--- src/core/pdc_pkg.sv ---
// Constants for the endpoint capability register pair
// What this block does
// - Reserved bits of both capability registers always read as zero.
// - Bits 13:9 of the 16-bit register show the interrupt message number.
// - Slot implemented bit 8 always reads zero, writes ignored.
// - Bits 7:4 report the fixed endpoint port type code 0000b.
// - Bits 3:0 report capability version two, code 0010b.
// - 16-bit capability register sits at offset 72h, resets to 0002h.
// - 32-bit device capability register at 74h, resets 0000_8FC3h, read-only.
// - Function level reset capable bit 28 reads zero.
// - Slot power message payload bits 9:8 land in scale bits 27:26.
// - Scale codes 00..11 mean multipliers 1.0, 0.1, 0.01, 0.001.
// - Slot power message payload bits 7:0 land in value bits 25:18.
// - Slot power limit equals captured value times selected scale multiplier.
// - Role based error reporting bit 15 reads constant one.
// - Bits 11:9 mirror the deep idle latency setting, default PHY latency.
// - Bits 8:6 mirror the light idle latency setting, default PHY latency.
// - Neither mirrored latency may fall below the PHY's actual exit latency.
// - Wide tag supported bit 5 reads zero.
// - Ghost function support bits 4:3 read zero.
// - Max payload supported bits 2:0 read 011b, meaning 1 Kbyte.
`default_nettype none
package pdc_pkg;
	localparam int          CFG_ADDR_W          = 12;
	// Byte offsets in configuration space
	localparam logic [11:0] OFS_EXPRESS_CAPS    = 12'h072;
	localparam logic [11:0] OFS_DEVICE_CAPS     = 12'h074;
	// Reset values
	localparam logic [15:0] EXPRESS_CAPS_RESET  = 16'h0002;
	localparam logic [31:0] DEVICE_CAPS_RESET   = 32'h0000_8FC3;
	localparam logic [4:0]  INT_NUM_RESET       = 5'h00;
	localparam logic [2:0]  DEEP_LAT_RESET      = 3'h7;
	localparam logic [2:0]  LIGHT_LAT_RESET     = 3'h7;
	localparam logic [1:0]  SCALE_RESET         = 2'h0;
	localparam logic [7:0]  VALUE_RESET         = 8'h00;
	// Fixed field codes
	localparam logic [3:0]  PORT_KIND_ENDPOINT  = 4'h0;
	localparam logic [3:0]  CAP_VERSION_TWO     = 4'h2;
	localparam logic [2:0]  MAX_PAYLOAD_1K      = 3'h3;
	localparam logic [1:0]  GHOST_FUNC_NONE     = 2'h0;
	// Slot power message payload positions
	localparam int          SPL_SCALE_LSB       = 8;
	localparam int          SPL_VALUE_LSB       = 0;
	// Scale codes and their multipliers, expressed in milliwatts per unit
	localparam logic [1:0]  SCALE_1_0           = 2'h0;
	localparam logic [1:0]  SCALE_0_1           = 2'h1;
	localparam logic [1:0]  SCALE_0_01          = 2'h2;
	localparam logic [1:0]  SCALE_0_001         = 2'h3;
	localparam logic [9:0]  MULT_MW_1_0         = 10'h3E8;
	localparam logic [9:0]  MULT_MW_0_1         = 10'h064;
	localparam logic [9:0]  MULT_MW_0_01        = 10'h00A;
	localparam logic [9:0]  MULT_MW_0_001       = 10'h001;
	localparam int          POWER_MW_W          = 18;
endpackage
`default_nettype wire

--- src/core/pdc_latency_floor.sv ---
// Latency floor: keeps a programmed latency at or above the PHY's own
`default_nettype none
module pdc_latency_floor #(
	parameter int W = 3
) (
	input  wire logic [W-1:0] setting,
	input  wire logic [W-1:0] phy_floor,
	output logic      [W-1:0] limited
);
	// floor clamp: a setting below the PHY latency is raised to it
	always_comb begin
		if (setting < phy_floor) begin
			limited = phy_floor;
		end else begin
			limited = setting;
		end
	end
endmodule
`default_nettype wire

--- src/core/pdc_power_limit.sv ---
// Slot power limit arithmetic from captured scale and value
`default_nettype none
module pdc_power_limit (
	input  wire logic [1:0]                    scale,
	input  wire logic [7:0]                    value,
	output logic      [pdc_pkg::POWER_MW_W-1:0] limit_mw
);
	logic [9:0]  mult;
	logic [17:0] product;

	// scale decode: each code selects a power-of-ten multiplier
	always_comb begin
		case (scale)
			pdc_pkg::SCALE_1_0:   mult = pdc_pkg::MULT_MW_1_0;
			pdc_pkg::SCALE_0_1:   mult = pdc_pkg::MULT_MW_0_1;
			pdc_pkg::SCALE_0_01:  mult = pdc_pkg::MULT_MW_0_01;
			pdc_pkg::SCALE_0_001: mult = pdc_pkg::MULT_MW_0_001;
			default:              mult = pdc_pkg::MULT_MW_1_0;
		endcase
	end

	// limit product: value times multiplier, fits in 18 bits
	assign product  = {10'h000, value} * {8'h00, mult};
	assign limit_mw = product[pdc_pkg::POWER_MW_W-1:0];
endmodule
`default_nettype wire

--- src/core/pdc_capability_regs.sv ---
// Endpoint capability register pair with configuration read port
`default_nettype none
module pdc_capability_regs (
	input  wire logic        ref_clk,
	input  wire logic        arst_n,
	input  wire logic        ce,
	// Configuration access port
	input  wire logic        cfg_req,
	input  wire logic        cfg_wr,
	input  wire logic [11:0] cfg_addr,
	input  wire logic [3:0]  cfg_be,
	input  wire logic [31:0] cfg_wdata,
	output logic             cfg_done,
	output logic             cfg_hit,
	output logic      [31:0] cfg_rdata,
	// Slot power limit message from the link layer
	input  wire logic        spl_msg_valid,
	input  wire logic [9:0]  spl_msg_payload,
	// Interrupt message number from the MSI logic
	input  wire logic [4:0]  int_msg_num,
	// Latency settings from the general control register, and PHY floors
	input  wire logic [2:0]  deep_idle_latency_setting,
	input  wire logic [2:0]  light_idle_latency_setting,
	input  wire logic [2:0]  phy_deep_idle_exit_latency,
	input  wire logic [2:0]  phy_light_idle_exit_latency,
	// Register views and derived results
	output logic      [15:0] express_capabilities,
	output logic      [31:0] device_capabilities,
	output logic      [17:0] slot_power_limit_mw,
	output logic             slot_power_captured
);
	// Hardware-updated fields
	logic [4:0]  int_num_reg;
	logic [4:0]  int_num_next;
	logic [1:0]  captured_power_scale_reg;
	logic [1:0]  captured_power_scale_next;
	logic [7:0]  captured_power_value_reg;
	logic [7:0]  captured_power_value_next;
	logic [2:0]  deep_idle_exit_latency_reg;
	logic [2:0]  deep_idle_exit_latency_next;
	logic [2:0]  light_idle_exit_latency_reg;
	logic [2:0]  light_idle_exit_latency_next;
	logic        captured_reg;
	logic        captured_next;
	logic [17:0] power_mw_reg;
	logic [17:0] power_mw_next;
	// Access answer state
	logic        done_reg;
	logic        done_next;
	logic        hit_reg;
	logic        hit_next;
	logic [31:0] rdata_reg;
	logic [31:0] rdata_next;
	// Combinational views
	logic [2:0]  deep_limited;
	logic [2:0]  light_limited;
	logic [17:0] power_mw;
	logic [15:0] express_view;
	logic [31:0] device_view;
	logic [11:0] dword_addr;
	logic [31:0] lane_mask;

	// Both latency mirrors share one clamp design
	pdc_latency_floor #(
		.W (3)
	) u_deep_floor (
		.setting   (deep_idle_latency_setting),
		.phy_floor (phy_deep_idle_exit_latency),
		.limited   (deep_limited)
	);

	pdc_latency_floor #(
		.W (3)
	) u_light_floor (
		.setting   (light_idle_latency_setting),
		.phy_floor (phy_light_idle_exit_latency),
		.limited   (light_limited)
	);

	// Power limit computed from the stored fields, registered below
	pdc_power_limit u_power (
		.scale    (captured_power_scale_reg),
		.value    (captured_power_value_reg),
		.limit_mw (power_mw)
	);

	// Field next values; configuration writes never appear here
	always_comb begin
		// message number follows the MSI logic
		int_num_next                 = int_msg_num;
		captured_power_scale_next    = captured_power_scale_reg;
		captured_power_value_next    = captured_power_value_reg;
		captured_next                = captured_reg;
		deep_idle_exit_latency_next  = deep_limited;
		light_idle_exit_latency_next = light_limited;
		// limit follows the stored fields one cycle behind them
		power_mw_next                = power_mw;
		if (spl_msg_valid) begin
			// scale captured from payload bits 9:8
			captured_power_scale_next = spl_msg_payload[pdc_pkg::SPL_SCALE_LSB +: 2];
			// value captured from payload bits 7:0
			captured_power_value_next = spl_msg_payload[pdc_pkg::SPL_VALUE_LSB +: 8];
			captured_next             = 1'b1;
		end
	end

	// Field registers; reset values give 0002h and 0000_8FC3h
	always_ff @(posedge ref_clk or negedge arst_n) begin
		if (!arst_n) begin
			int_num_reg                 <= pdc_pkg::INT_NUM_RESET;
			captured_power_scale_reg    <= pdc_pkg::SCALE_RESET;
			captured_power_value_reg    <= pdc_pkg::VALUE_RESET;
			deep_idle_exit_latency_reg  <= pdc_pkg::DEEP_LAT_RESET;
			light_idle_exit_latency_reg <= pdc_pkg::LIGHT_LAT_RESET;
			captured_reg                <= 1'b0;
			power_mw_reg                <= 18'h00000;
		end else if (ce) begin
			int_num_reg                 <= int_num_next;
			captured_power_scale_reg    <= captured_power_scale_next;
			captured_power_value_reg    <= captured_power_value_next;
			deep_idle_exit_latency_reg  <= deep_idle_exit_latency_next;
			light_idle_exit_latency_reg <= light_idle_exit_latency_next;
			captured_reg                <= captured_next;
			power_mw_reg                <= power_mw_next;
		end
	end

	// 16-bit capability view
	always_comb begin
		express_view = 16'h0000;
		express_view[15:14] = 2'h0;
		express_view[13:9]  = int_num_reg;
		express_view[8]     = 1'b0;
		express_view[7:4]   = pdc_pkg::PORT_KIND_ENDPOINT;
		express_view[3:0]   = pdc_pkg::CAP_VERSION_TWO;
	end

	// 32-bit device capability view
	always_comb begin
		device_view = 32'h0000_0000;
		// reserved ranges 31:29, 17:16, 14:12 stay zero
		device_view[31:29] = 3'h0;
		// single function, no function level reset
		device_view[28]    = 1'b0;
		device_view[27:26] = captured_power_scale_reg;
		device_view[25:18] = captured_power_value_reg;
		device_view[15]    = 1'b1;
		device_view[11:9]  = deep_idle_exit_latency_reg;
		device_view[8:6]   = light_idle_exit_latency_reg;
		device_view[5]     = 1'b0;
		device_view[4:3]   = pdc_pkg::GHOST_FUNC_NONE;
		device_view[2:0]   = pdc_pkg::MAX_PAYLOAD_1K;
	end

	// Dword decode; lanes not enabled read zero so a neighbour can OR in
	assign dword_addr = {cfg_addr[11:2], 2'b00};
	assign lane_mask  = {{8{cfg_be[3]}}, {8{cfg_be[2]}}, {8{cfg_be[1]}}, {8{cfg_be[0]}}};

	// Access answer; one cycle after every request taken with ce high, read or write
	always_comb begin
		done_next  = 1'b0;
		hit_next   = 1'b0;
		rdata_next = 32'h0000_0000;
		if (cfg_req) begin
			done_next = 1'b1;
			// writes are answered but leave every field alone
			if (!cfg_wr) begin
				// express register in upper half of dword 70h
				if (dword_addr == {pdc_pkg::OFS_EXPRESS_CAPS[11:2], 2'b00}) begin
					hit_next   = 1'b1;
					rdata_next = {express_view, 16'h0000} & lane_mask;
				end else if (dword_addr == pdc_pkg::OFS_DEVICE_CAPS) begin
					hit_next   = 1'b1;
					rdata_next = device_view & lane_mask;
				end
			end else begin
				hit_next = (dword_addr == {pdc_pkg::OFS_EXPRESS_CAPS[11:2], 2'b00}) ||
				           (dword_addr == pdc_pkg::OFS_DEVICE_CAPS);
			end
		end
	end

	// Answer registers
	always_ff @(posedge ref_clk or negedge arst_n) begin
		if (!arst_n) begin
			done_reg  <= 1'b0;
			hit_reg   <= 1'b0;
			rdata_reg <= 32'h0000_0000;
		end else if (ce) begin
			done_reg  <= done_next;
			hit_reg   <= hit_next;
			rdata_reg <= rdata_next;
		end
	end

	// Write data is deliberately unused: both registers are read-only
	assign cfg_done             = done_reg;
	assign cfg_hit              = hit_reg;
	assign cfg_rdata            = rdata_reg;
	assign express_capabilities = express_view;
	assign device_capabilities  = device_view;
	assign slot_power_limit_mw  = power_mw_reg;
	assign slot_power_captured  = captured_reg;
endmodule
`default_nettype wire

--- config.mk ---
export PLATFORM = sky130hd
export DESIGN_NAME = pdc_capability_regs
export DESIGN_NICKNAME = d
export VERILOG_FILES = /design/src/core/pdc_pkg.sv /design/src/core/pdc_latency_floor.sv /design/src/core/pdc_power_limit.sv /design/src/core/pdc_capability_regs.sv
export SDC_FILE = /design/constraint.sdc
export NUM_CORES = 1
export LEC_CHECK = 0
export BUFFER_PORTS_ARGS = -buffer_cell sky130_fd_sc_hd__buf_2
export CAP_MARGIN = 40
export CORE_MARGIN = 2
export CORE_UTILIZATION = 45
export CTS_CLUSTER_DIAMETER = 100
export CTS_CLUSTER_SIZE = 8
export DETAILED_ROUTE_END_ITERATION = 10
export HOLD_SLACK_MARGIN = 0.06
export PLACE_DENSITY = 0.7
export SKIP_LAST_GASP = 1
export SLEW_MARGIN = 40
export SYNTH_ARGS = -nofsm -noshare
export SYNTH_HDL_FRONTEND = slang
export SYNTH_SLANG_ARGS = --single-unit
--- constraint.sdc ---
create_clock -name ref_clk -period 9.1 [get_ports ref_clk]
set_input_delay 2.275 -clock ref_clk [delete_from_list [all_inputs] [get_ports ref_clk]]
set_output_delay 2.275 -clock ref_clk [all_outputs]
set_load 0.02 [all_outputs]
==> flow_summary_export.csv <==
group,metric,value,unit
synthesis,synthTopCellsByCount,"89 x inv_1, 57 x dfrtp_1, 52 x ha_1",
global_route,met3_usage,0.0400,
layout,largest_reg_flops,21,
pwr,pwr-share-clk,0.220,
floorplan,die_height,112,um
synthesis,yosys-top-cells-area,"dfrtp_1 27%, fa_1 15%, ha_1 12%",
placed_design,gp_congestion,0.801,
cts,clock-sinks,63,
synthesis,yosys_warnings,0,
global_route,use_met2,0.308,
pwr,power_frac_comb,0.560,
layout,fillers,1041,
critical_path,crit_required,9.31,ns
critical_path,crit_path_end_kind,"flip-flop",
synthesis,synth_top_area_frac,0.270,
sta,worst_slew_pin_slew,0.684,ns
pwr,powerDensity,275,nW/um^2
detailed_routing,viasPerCell,5.01,
global_route,grt_pass1_vias,3865,
cts,cts-root-buf,"clkbuf_16",
floorplan,ios,182,
cts,h-tree-depth,3,
cts,numCtsBuffers,9,
critical_path,cpMaxStageDelayCell,"dfrtp_1",
floorplan,dieWidth,112,um
layout,layout-drive-gt1-share,0.257,
critical_path,reg2reg_to,"slot_power_limit_mw[17]",
cts,tritoncts,"yes",
critical_path,startpoint,"captured_power_scale_reg[1]",
global_route,grt.total_usage,0.179,
critical_path,reg2reg_setup_slack,3.64,ns
outcome,status,"finished, final reports clean",
synthesis,ys_async_sr_fraction,1.00,
global_route,grtUsageMet1,0.226,
pwr,power_switching,712,uW
synthesis,yosys_most_used_dff,"dfrtp_1",
sta,max_freq,183,MHz
sta,fin_tns_setup,0,ns
detailed_routing,postRouteAntennaNets,0,
synthesis,synth_cells,527,
critical_path,cpMostUsedCell,"fa_1",
sta,finalHoldViolCount,0,
placed_design,placed_area,5820,sq um
synthesis,syn_avg_cell_area,10.0,sq um
layout,nets,806,
sta,finalCriticalPeriod,5.46,ns
sta,rsz0062_at_grt,"no",
critical_path,timing.rr.start,"captured_power_scale_reg[1]",
pwr,p_int,981,uW
critical_path,endpoint,"slot_power_limit_mw[17]",
floorplan,core-area,11400,sq um
detailed_routing,drc_errors,0,
layout,design_area,6150,sq um
critical_path,critPathMaxStageDelay,0.72,ns
detailed_routing,drt-total-wl,11100,um
critical_path,cp.arrival,5.67,ns
placed_design,port_buffers,110,
cts,cts-hold-fix-buffers,0,
critical_path,worstSetupPathType,"flip-flop to flip-flop",
pwr,power.leakage,3.38,nW
run,maxCapViolations,0,
floorplan,fp-row-count,39,
detailed_routing,vias,3915,
global_route,grt_max_degree,64,
placed_design,dp_hpwl,8620,um
synthesis,ys_seq_area_frac,0.300,
global_route,overflow,0,
pwr,ir_drop,158,uV
synthesis,synth-seq-cells,63,
sta,drv_slew,0,
layout,antennaDiodeCount,0,
global_route,grt.busiest_layer,"met2",
detailed_routing,firstDrtPassIters,4,
sta,slew_headroom,0.544,
pwr,p_seq_frac,0.220,
hold_path,min_path_type,"flip-flop to flip-flop",
synthesis,synth_edf_count,0,
layout,area_delta_synth_final,16.4,%
synthesis,synth_area,5280,sq um
synthesis,post-synth-top-count-cell,"inv_1",
global_route,grt_pass1_wl,18300,um
sta,fin_crit_sh,0.600,
sta,worst_clock_skew,0.00456,ns
global_route,antenna_found_initial,0,
critical_path,critical_path.max_fanout,20,
cts,clk_latency,0.33,ns
pwr,power_switching_share,0.420,
detailed_routing,wl_per_cell,14.2,um
cts,cts_resized,0,
cts,path_clk_slew,0.05,ns
synthesis,yosysUniqueCellTypes,49,
critical_path,critical_path.cell_chain,"nor2b_1 -> nand2_1 -> fa_1 -> fa_1 -> inv_1 -> fa_1 -> inv_1 -> fa_1 -> inv_1 -> ha_1 -> o21a_1 -> o31a_1 -> o31ai_2 -> a31oi_1 -> mux2_1 -> a221o_1",
critical_path,ff2ff_path_depth,16,
detailed_routing,drtIter0Drc,150,
sta,final-setup-viol-count,0,
floorplan,start_util,0.462,
synthesis,yosysTopAreaCell,"dfrtp_1",
cts,post_cts_buffers,0,
floorplan,die_area,12600,sq um
critical_path,start_kind,"flip-flop",
cts,cts_buffer_depth,2,
## routing by layer
metal	routed length, um	up-vias	part of all wire
li1	-	1871	-
met1	4650	1920	0.42
met2	5580	110	0.50
met3	651	14	0.059
met4	178	0	0.016
met5	0	-	0
## cell usage in the layout (no fill, tap or decap), types with 3 or more instances in the layout
| cell | count |
|---|---|
| a21oi_1 | 17 |
| ha_1 | 52 |
| and2_1 | 13 |
| nand4_1 | 3 |
| a211oi_1 | 4 |
| nand3_1 | 5 |
| clkbuf_16 | 9 |
| mux2_2 | 26 |
| buf_2 | 110 |
| nand2_1 | 30 |
| fa_1 | 40 |
| xnor2_1 | 5 |
| and3_1 | 5 |
| xor2_1 | 4 |
| conb_1 | 37 |
| dfstp_2 | 6 |
| nor3_1 | 7 |
| o31ai_1 | 4 |
| nor2_1 | 19 |
| o21a_1 | 4 |
| nor2b_1 | 16 |
| a32o_1 | 13 |
| mux2i_1 | 4 |
| o21ai_0 | 10 |
| a22o_1 | 6 |
| inv_1 | 89 |
| dfrtp_1 | 57 |
| nand2b_1 | 11 |
## worst min-delay path by stage
| stage | end | from | cells past startpoint |
|---|---|---|---|
| 2_1_floorplan | deep_idle_exit_latency_reg[0] | deep_idle_exit_latency_reg[0] | 2 |
| 3_3_place_gp | slot_power_captured | slot_power_captured | 1 |
| 3_5_place_dp | cfg_rdata[27] | cfg_rdata[27] | 2 |
| 4_1_cts | slot_power_limit_mw[7] | slot_power_limit_mw[7] | 1 |
| 5_1_grt | cfg_rdata[11] | cfg_rdata[11] | 1 |
| 6_report | slot_power_limit_mw[7] | slot_power_limit_mw[7] | 1 |
## logic make-up after synthesis
| family | Yosys count | share of synthesized area |
|---|---|---|
| flops | 63 | 0.300 |
| buf+inv | 142 | 0.129 |
| xor+xnor | 9 | 0.0149 |
| mux | 31 | 0.0652 |
| other cells | 2 | 0.00142 |
| fa+ha+maj | 92 | 0.275 |
| simple gates | 116 | 0.114 |
| compound gates | 72 | 0.100 |
## layout make-up
type	instances	area, sq um	area share
repair buffers	112	569	0.0926
multi-input cells	357	3150	0.513
flip-flops and latches	63	1580	0.258
clock inverters	3	65.1	0.0106
well taps	143	179	0.0291
clock buffers	13	260	0.0423
inverters	90	339	0.0552
## power groups by stage
stage	clock, mW	sequential [mW]	combinational [mW]
floorplan	0	0.425	0.679
global placement	0	0.376	0.924
global route	0.393	0.380	1.08
finish	0.373	0.373	0.947
detailed placement	0	0.378	0.942
CTS	0.380	0.374	0.958
## worst max-delay path: cells and delay by family, from the launching register on
family                     cells  cell delay [ns]
muxes                          1             0.32
DFF                            1             0.72
AOI/OAI and AO/OA              5             0.94
and+or+nand+nor                2             0.68
buffers and inverters          3             0.17
adders and majority gates      5             2.50
## per-stage QoR
stage / setup WS [ns] / util / power [mW] / instances / hold slack, ns
3_5_place_dp: 3.68 / 0.510 / 1.32 / 765 / 0.469
4_1_cts: 3.64 / 0.538 / 1.71 / 781 / 0.478
2_1_floorplan: 4.31 / - / 1.10 / 562 / 0.537
5_1_grt: 3.34 / 0.538 / 1.86 / 781 / 0.495
6_report: 3.64 / 0.538 / 1.69 / 781 / 0.477
3_3_place_gp: 3.73 / 0.509 / 1.30 / 765 / 0.446
No activity file was read; power rests on OpenSTA's default activity.
